$ cat src/nsamo_consts.vh
// Constants for the non-secure access and mask override register block
`ifndef NSAMO_CONSTS_VH
`define NSAMO_CONSTS_VH
`define NSAMO_OPC1 3'h0
`define NSAMO_CRN 4'h1
`define NSAMO_CRM 4'h1
`define NSAMO_OPC2_ACCESS 3'h2
`define NSAMO_OPC2_OVERRIDE 3'h3
`define NSAMO_BIT_COPROC_ELEVEN_NS_PERMIT 11
`define NSAMO_BIT_COPROC_TEN_NS_PERMIT 10
`define NSAMO_BIT_ABORT 8
`define NSAMO_BIT_IRQ 7
`define NSAMO_BIT_FIQ 6
`define NSAMO_ACCESS_RESET 2'h0
`define NSAMO_OVERRIDE_RESET 3'h0
`define NSAMO_ZERO32 32'h00000000
`endif

$ cat src/nsamo_regs.v
// Non-secure coprocessor access control and exception mask override registers
//
// What this block does
// - Bit 11 of access control: reset 0 secure only, 1 grants non-secure coprocessor 11.
// - Bit 10 of access control: reset 0 secure only, 1 grants non-secure coprocessor 10.
// - Access control register decoded at opc1 0, c1, c1, opc2 2.
// - Mask override register accessible only from privileged modes.
// - Mask override register accessible only in secure state.
// - Non-secure, abort route set, bit 8 set: async abort taken despite mask.
// - Abort override ignored in secure state or when abort route clear.
// - Non-secure, IRQ route set, bit 7 set: IRQ taken despite mask.
// - IRQ override ignored in secure state or when IRQ route clear.
// - Non-secure, FIQ route set, bit 6 set: FIQ taken despite mask.
// - FIQ override ignored in secure state or when FIQ route clear.
// - Mask override register decoded at opc1 0, c1, c1, opc2 3.
`timescale 1ns/1ps
`include "nsamo_consts.vh"
module nsamo_regs (
	input wire clk,
	input wire rst_n,
	input wire cp_valid,
	input wire cp_write,
	input wire [2:0] cp_opc1,
	input wire [3:0] cp_crn,
	input wire [3:0] cp_crm,
	input wire [2:0] cp_opc2,
	input wire [31:0] cp_wdata,
	input wire cpu_privileged,
	input wire cpu_nonsecure,
	input wire external_abort_route_bit,
	input wire irq_route_bit,
	input wire fiq_route_bit,
	input wire async_abort_mask,
	input wire irq_mask_flag,
	input wire fiq_mask_flag,
	input wire async_abort_req,
	input wire irq_req,
	input wire fiq_req,
	output reg [31:0] cp_rdata,
	output reg cp_rvalid,
	output reg cp_undef,
	output reg coproc_eleven_ns_permit,
	output reg coproc_ten_ns_permit,
	output reg async_abort_take,
	output reg irq_take,
	output reg fiq_take
);
	localparam [1:0] ACCESS_RST = `NSAMO_ACCESS_RESET;
	localparam [2:0] OVERRIDE_RST = `NSAMO_OVERRIDE_RESET;

	// Override bits
	reg abort_mask_override_q;
	reg irq_mask_override_q;
	reg fiq_mask_override_q;

	// Answer path
	reg [31:0] rdata_d;
	reg rvalid_d;
	reg undef_d;
	wire [31:0] access_word;
	wire [31:0] override_word;

	// Decode
	wire opc_fields_hit;
	wire base_hit;
	wire hit_access;
	wire hit_override;
	wire override_ok;
	wire rd_access;
	wire rd_override;
	wire wr_access;
	wire wr_override;
	wire override_refused;

	// Write data fields
	wire wdata_coproc_eleven_ns_permit;
	wire wdata_coproc_ten_ns_permit;
	wire wdata_abort;
	wire wdata_irq;
	wire wdata_fiq;

	// Exception gating
	wire abort_override_on;
	wire irq_override_on;
	wire fiq_override_on;
	wire abort_take_d;
	wire irq_take_d;
	wire fiq_take_d;

	// Both registers share this encoding; only opc2 tells them apart
	function enc_match;
		input [2:0] opc1;
		input [3:0] crn;
		input [3:0] crm;
		begin
			enc_match = (opc1 == `NSAMO_OPC1) & (crn == `NSAMO_CRN) & (crm == `NSAMO_CRM);
		end
	endfunction

	// Only the non-secure world with routing to monitor sees an override
	function override_active;
		input nonsecure;
		input route;
		input ovr;
		begin
			override_active = nonsecure & route & ovr;
		end
	endfunction

	// A request passes when unmasked or when its override is live
	function gate_take;
		input req;
		input mask;
		input ovr_on;
		begin
			gate_take = req & (~mask | ovr_on);
		end
	endfunction

	// Reserved bits read as zero
	function [31:0] pack_access;
		input p11;
		input p10;
		begin
			pack_access = `NSAMO_ZERO32;
			pack_access[`NSAMO_BIT_COPROC_ELEVEN_NS_PERMIT] = p11;
			pack_access[`NSAMO_BIT_COPROC_TEN_NS_PERMIT] = p10;
		end
	endfunction

	// Reserved bits read as zero
	function [31:0] pack_override;
		input abort_mask_override;
		input irq_mask_override;
		input fmo;
		begin
			pack_override = `NSAMO_ZERO32;
			pack_override[`NSAMO_BIT_ABORT] = abort_mask_override;
			pack_override[`NSAMO_BIT_IRQ] = irq_mask_override;
			pack_override[`NSAMO_BIT_FIQ] = fmo;
		end
	endfunction

	// Instruction decode
	assign opc_fields_hit = enc_match(cp_opc1, cp_crn, cp_crm);
	assign base_hit = cp_valid & opc_fields_hit;
	assign hit_access = base_hit & (cp_opc2 == `NSAMO_OPC2_ACCESS);
	assign hit_override = base_hit & (cp_opc2 == `NSAMO_OPC2_OVERRIDE);
	assign override_ok = cpu_privileged & ~cpu_nonsecure;
	assign rd_access = hit_access & ~cp_write;
	assign rd_override = hit_override & ~cp_write & override_ok;
	assign wr_access = hit_access & cp_write;
	assign wr_override = hit_override & cp_write & override_ok;
	assign override_refused = hit_override & ~override_ok;

	// Reserved write bits are simply not picked up
	assign wdata_coproc_eleven_ns_permit = cp_wdata[`NSAMO_BIT_COPROC_ELEVEN_NS_PERMIT];
	assign wdata_coproc_ten_ns_permit = cp_wdata[`NSAMO_BIT_COPROC_TEN_NS_PERMIT];
	assign wdata_abort = cp_wdata[`NSAMO_BIT_ABORT];
	assign wdata_irq = cp_wdata[`NSAMO_BIT_IRQ];
	assign wdata_fiq = cp_wdata[`NSAMO_BIT_FIQ];

	assign access_word = pack_access(coproc_eleven_ns_permit, coproc_ten_ns_permit);
	assign override_word = pack_override(abort_mask_override_q, irq_mask_override_q, fiq_mask_override_q);

	// Virtual exceptions never pass through here, so the overrides cannot touch them
	assign abort_override_on = override_active(cpu_nonsecure, external_abort_route_bit, abort_mask_override_q);
	assign irq_override_on = override_active(cpu_nonsecure, irq_route_bit, irq_mask_override_q);
	assign fiq_override_on = override_active(cpu_nonsecure, fiq_route_bit, fiq_mask_override_q);
	assign abort_take_d = gate_take(async_abort_req, async_abort_mask, abort_override_on);
	assign irq_take_d = gate_take(irq_req, irq_mask_flag, irq_override_on);
	assign fiq_take_d = gate_take(fiq_req, fiq_mask_flag, fiq_override_on);

	// A refused or missed access returns all zeros
	always @* begin
		rdata_d = `NSAMO_ZERO32;
		rvalid_d = 1'b0;
		if (rd_access) begin
			rdata_d = access_word;
			rvalid_d = 1'b1;
		end else if (rd_override) begin
			rdata_d = override_word;
			rvalid_d = 1'b1;
		end
	end

	always @* begin
		undef_d = 1'b0;
		if (override_refused) begin
			undef_d = 1'b1;
		end
	end

	// Permission bits are writable from any state; gating their users lies outside this block
	always @(posedge clk or negedge rst_n) begin
		if (!rst_n) begin
			coproc_eleven_ns_permit <= ACCESS_RST[1];
		end else if (wr_access) begin
			coproc_eleven_ns_permit <= wdata_coproc_eleven_ns_permit;
		end else begin
			coproc_eleven_ns_permit <= coproc_eleven_ns_permit;
		end
	end

	always @(posedge clk or negedge rst_n) begin
		if (!rst_n) begin
			coproc_ten_ns_permit <= ACCESS_RST[0];
		end else if (wr_access) begin
			coproc_ten_ns_permit <= wdata_coproc_ten_ns_permit;
		end else begin
			coproc_ten_ns_permit <= coproc_ten_ns_permit;
		end
	end

	// Override bits change only on a privileged secure write
	always @(posedge clk or negedge rst_n) begin
		if (!rst_n) begin
			abort_mask_override_q <= OVERRIDE_RST[2];
		end else if (wr_override) begin
			abort_mask_override_q <= wdata_abort;
		end else begin
			abort_mask_override_q <= abort_mask_override_q;
		end
	end

	always @(posedge clk or negedge rst_n) begin
		if (!rst_n) begin
			irq_mask_override_q <= OVERRIDE_RST[1];
		end else if (wr_override) begin
			irq_mask_override_q <= wdata_irq;
		end else begin
			irq_mask_override_q <= irq_mask_override_q;
		end
	end

	always @(posedge clk or negedge rst_n) begin
		if (!rst_n) begin
			fiq_mask_override_q <= OVERRIDE_RST[0];
		end else if (wr_override) begin
			fiq_mask_override_q <= wdata_fiq;
		end else begin
			fiq_mask_override_q <= fiq_mask_override_q;
		end
	end

	// Read data stands one cycle, zero otherwise
	always @(posedge clk or negedge rst_n) begin
		if (!rst_n) begin
			cp_rdata <= `NSAMO_ZERO32;
		end else begin
			cp_rdata <= rdata_d;
		end
	end

	always @(posedge clk or negedge rst_n) begin
		if (!rst_n) begin
			cp_rvalid <= 1'b0;
		end else begin
			cp_rvalid <= rvalid_d;
		end
	end

	always @(posedge clk or negedge rst_n) begin
		if (!rst_n) begin
			cp_undef <= 1'b0;
		end else begin
			cp_undef <= undef_d;
		end
	end

	// Takes are registered, so they trail the request by one cycle
	always @(posedge clk or negedge rst_n) begin
		if (!rst_n) begin
			async_abort_take <= 1'b0;
		end else begin
			async_abort_take <= abort_take_d;
		end
	end

	always @(posedge clk or negedge rst_n) begin
		if (!rst_n) begin
			irq_take <= 1'b0;
		end else begin
			irq_take <= irq_take_d;
		end
	end

	always @(posedge clk or negedge rst_n) begin
		if (!rst_n) begin
			fiq_take <= 1'b0;
		end else begin
			fiq_take <= fiq_take_d;
		end
	end

	// Trade-off: one cycle of latency on every answer buys outputs straight from flops
endmodule

$ cat config.mk
export PLATFORM = sky130hd
export DESIGN_NAME = nsamo_regs
export DESIGN_NICKNAME = d
export VERILOG_FILES = /design/src/nsamo_regs.v
export VERILOG_INCLUDE_DIRS = /design/src /design/src/src
export SDC_FILE = /design/constraint.sdc
export NUM_CORES = 1
export LEC_CHECK = 0
export BUFFER_PORTS_ARGS = -buffer_cell sky130_fd_sc_hd__clkbuf_2
export CAP_MARGIN = 0
export CORE_ASPECT_RATIO = 1.4
export CORE_MARGIN = 2
export CORE_UTILIZATION = 35
export CTS_CLUSTER_DIAMETER = 60
export DETAILED_ROUTE_END_ITERATION = 16
export PLACE_DENSITY = 0.85
export SLEW_MARGIN = 5
export SYNTH_ARGS = -nofsm -noshare
export SYNTH_HDL_FRONTEND = slang
export SYNTH_SLANG_ARGS = --single-unit
$ cat constraint.sdc
create_clock -name clk -period 3 [get_ports clk]
set_clock_uncertainty 0.2 [all_clocks]
set_input_delay 0.3 -clock clk [delete_from_list [all_inputs] [get_ports clk]]
set_output_delay 0.3 -clock clk [all_outputs]
set_load 0.01 [all_outputs]
==> results by group <==
Status
  • Status: completed

Floorplan
  • Num ports: 100
  • Core Area: 2360 um2
  • Initial cell density of the core: 0.365
  • Die Span X: 45.9 um
  • Row count: 21
  • Die ar.: 2880 um2
  • Die Height: 62.7 um

Pwr
  • Power Density: 350 nW/um2
  • Power Total: 373 uW
  • Leakage: 0.625 nW
  • VDD IR-drop max: 0.000121 V

Setup path
  • RR Startpoint: abort_mask_override_q$_DFFE_PN0P_
  • Worst setup path category: input pin to flip-flop
  • Worst path depth: 5
  • Crit end category: flip-flop
  • R2R depth: 1
  • Critical Path AT: 1600 ps
  • Reg2reg end: abort_mask_override_q$_DFFE_PN0P_
  • R2R setup slack: 1990 ps
  • CP Launch Type: input pin
  • Max FO, Critical Path: 5
  • Worst Path Required: 2960 ps
  • Largest stage delay, worst path: 350 ps
  • Worst path top cell family by delay: simple AND/OR/NAND/NOR gates
  • WP buf/inv: 1
  • CP Cell Sequence: clkbuf_2, nor4b_4, nand4_2, nor3b_2, mux2_1
  • Slowest CP cell: nor4b_4

Hold path
  • Hold_sp: irq_mask_flag
  • Worst hold path endpoint: irq_take$_DFF_PN0_
  • HP Class: input pin to flip-flop
  • Worst Hold Depth: 2

Routing
  • Total Wirelength: 1.63 mm
  • Drc violations: 0
  • DR iter-0 viols: 8
  • Vias: 646
  • Initial DRT Pass Iterations: 6
  • Number of routed nets with antenna violations: 0
  • Vias per inst: 4.36
  • Wirelength per Cell: 11.0 um

CTS
  • Clock buffer count from CTS: 3
  • Clock-pin slew on the worst setup and hold paths: 80 ps
  • H-tree depth: 1
  • Worst skew pair latency: 270 ps
  • Root Driver: clkbuf_4
  • # Post-CTS Setup Buffers: 0
  • CTS tree: done
  • TritonCTS Sinks: 15
  • Clk buf depth: 2
  • Hold-fix buffers, CTS: 3
  • Post-CTS Resized: 0

Timing
  • Fin worst setup slack: 1360 ps
  • Period utilization: 0.546
  • Setup violators final: 0
  • Final Max Slew Viols: 0
  • Total count of hold-check failures in the final report: 0
  • TNS Setup: 0 ps
  • Tmin final: 1640 ps
  • Worst hold margin: 10.7 ps
  • RSZ-0062 raised after global routing: no
  • FMAX: 611 MHz

Yosys
  • Seq/Total Area, Yosys: 0.435
  • Synth Area per Inst: 11.6 um2
  • Synth Register Bits: 15
  • Post-synthesis cell count: 74
  • Synth warn: 0
  • Mapped Area: 862 um2
  • Cell variety after synth: 19

Job
  • Number of max-cap violations: 0

Global route
  • Largest net degree at the start of global routing: 16
  • Total GRT Usage: 0.113
  • Grt ovf: 0
  • Vias in the first global route: 655
  • First-pass GRT wire length: 2.41 mm
  • Antenna violations before repair: 0

Placed design
  • Routability cong.: 0.730
  • Pre-CTS setup slack: 1060 ps
  • IO Port Bufs: 45
  • Placed insts: 141
  • Placement Cell Area: 1010 um2
  • Dpl hpwl: 1.41 mm

Layout
  • Final Non-Filler Cells: 148
  • Fraction of layout cells with a size suffix above 1: 0.424
  • Layout area overhead: 23.8%
  • Antenna cell count: 0
  • Final nets: 187
  • Core Util, Final: 0.451
  • Final Instance Area: 1070 um2
==> layer usage <==
metal  vias up  wire length, um  track usage  part of all wire
li1        301                -            -                 -
met2        55              867        0.226              0.53
met1       288              510       0.0833              0.31
met3         2              236       0.0202              0.14
met4         0               17       0.0714             0.010
met5         -                0            0                 0
==> where the power goes <==
group	internal (mW)	switching [mW]
sequential	0.204	0.000622
combinational	0.0244	0.0348
clock	0.0514	0.0577
==> layout by cell type, fill, tap and decap left out <==
master / Yosys / final
clkbuf_1: 0 / 1
nand2b_1: 1 / 1
nor2_1: 2 / 2
nand3_1: 3 / 3
dfrtp_1: 15 / 15
nand3_2: 1 / 1
and4b_1: 1 / 1
conb_1: 1 / 27
and4bb_1: 1 / 1
clkbuf_4: 0 / 3
nor3b_1: 2 / 2
and3_1: 2 / 2
nand4_2: 1 / 1
and2_1: 3 / 3
nor4b_1: 2 / 2
dlygate4sd3_1: 0 / 3
clkbuf_2: 0 / 45
nor4b_4: 2 / 2
nor3b_2: 1 / 1
nand2_1: 1 / 1
a21boi_0: 3 / 3
mux2_1: 5 / 5
==> sequential cells by signal, summed over array words and instances (netlist names) <==
register,flops
coproc_ten_ns_permit,1
cp_rvalid,1
cp_rdata,5
irq_take,1
fiq_mask_override_q,1
coproc_eleven_ns_permit,1
async_abort_take,1
abort_mask_override_q,1
irq_mask_override_q,1
fiq_take,1
cp_undef,1
==> cell families after synthesis <==
group / Yosys count / share of synthesized area
compound gates: 3 / 0.0261
other cells: 1 / 0.00435
flops: 15 / 0.435
mux: 5 / 0.0653
simple gates: 23 / 0.234
buf+inv: 27 / 0.235
==> cell usage after synthesis <==
master    count  area, um2
a21boi_0      3       22.5
and2_1        3       18.8
and3_1        2       12.5
and4b_1       1       10.0
and4bb_1      1       12.5
buf_4        27        203
conb_1        1       3.75
dfrtp_1      15        375
mux2_1        5       56.3
nand2_1       1       3.75
nand2b_1      1       6.26
nand3_1       3       15.0
nand3_2       1       10.0
nand4_2       1       12.5
nor2_1        2       7.51
nor3b_1       2       15.0
nor3b_2       1       12.5
nor4b_1       2       17.5
nor4b_4       2       47.6
==> layout make-up <==
cell class / instances / area [um2]
flip-flops and latches: 15 / 375
clock buffers: 4 / 26.3
well taps: 23 / 28.8
fillers: 211 / 1300
repair buffers: 48 / 255
multi-input cells: 58 / 382
==> how the worst max path moves through the flow <==
stage	endpoint	start	slack (ps)
floorplan	coproc_eleven_ns_permit$_DFFE_PN0P_	cp_opc1[1]	1350
global placement	coproc_eleven_ns_permit$_DFFE_PN0P_	cp_opc1[1]	1160
detailed placement	coproc_ten_ns_permit$_DFFE_PN0P_	cp_opc1[1]	1060
CTS	coproc_ten_ns_permit$_DFFE_PN0P_	cp_opc1[1]	1350
global route	coproc_eleven_ns_permit$_DFFE_PN0P_	cp_opc1[1]	1320
finish	coproc_ten_ns_permit$_DFFE_PN0P_	cp_opc1[1]	1360
Power figures use the tool's default switching activity.
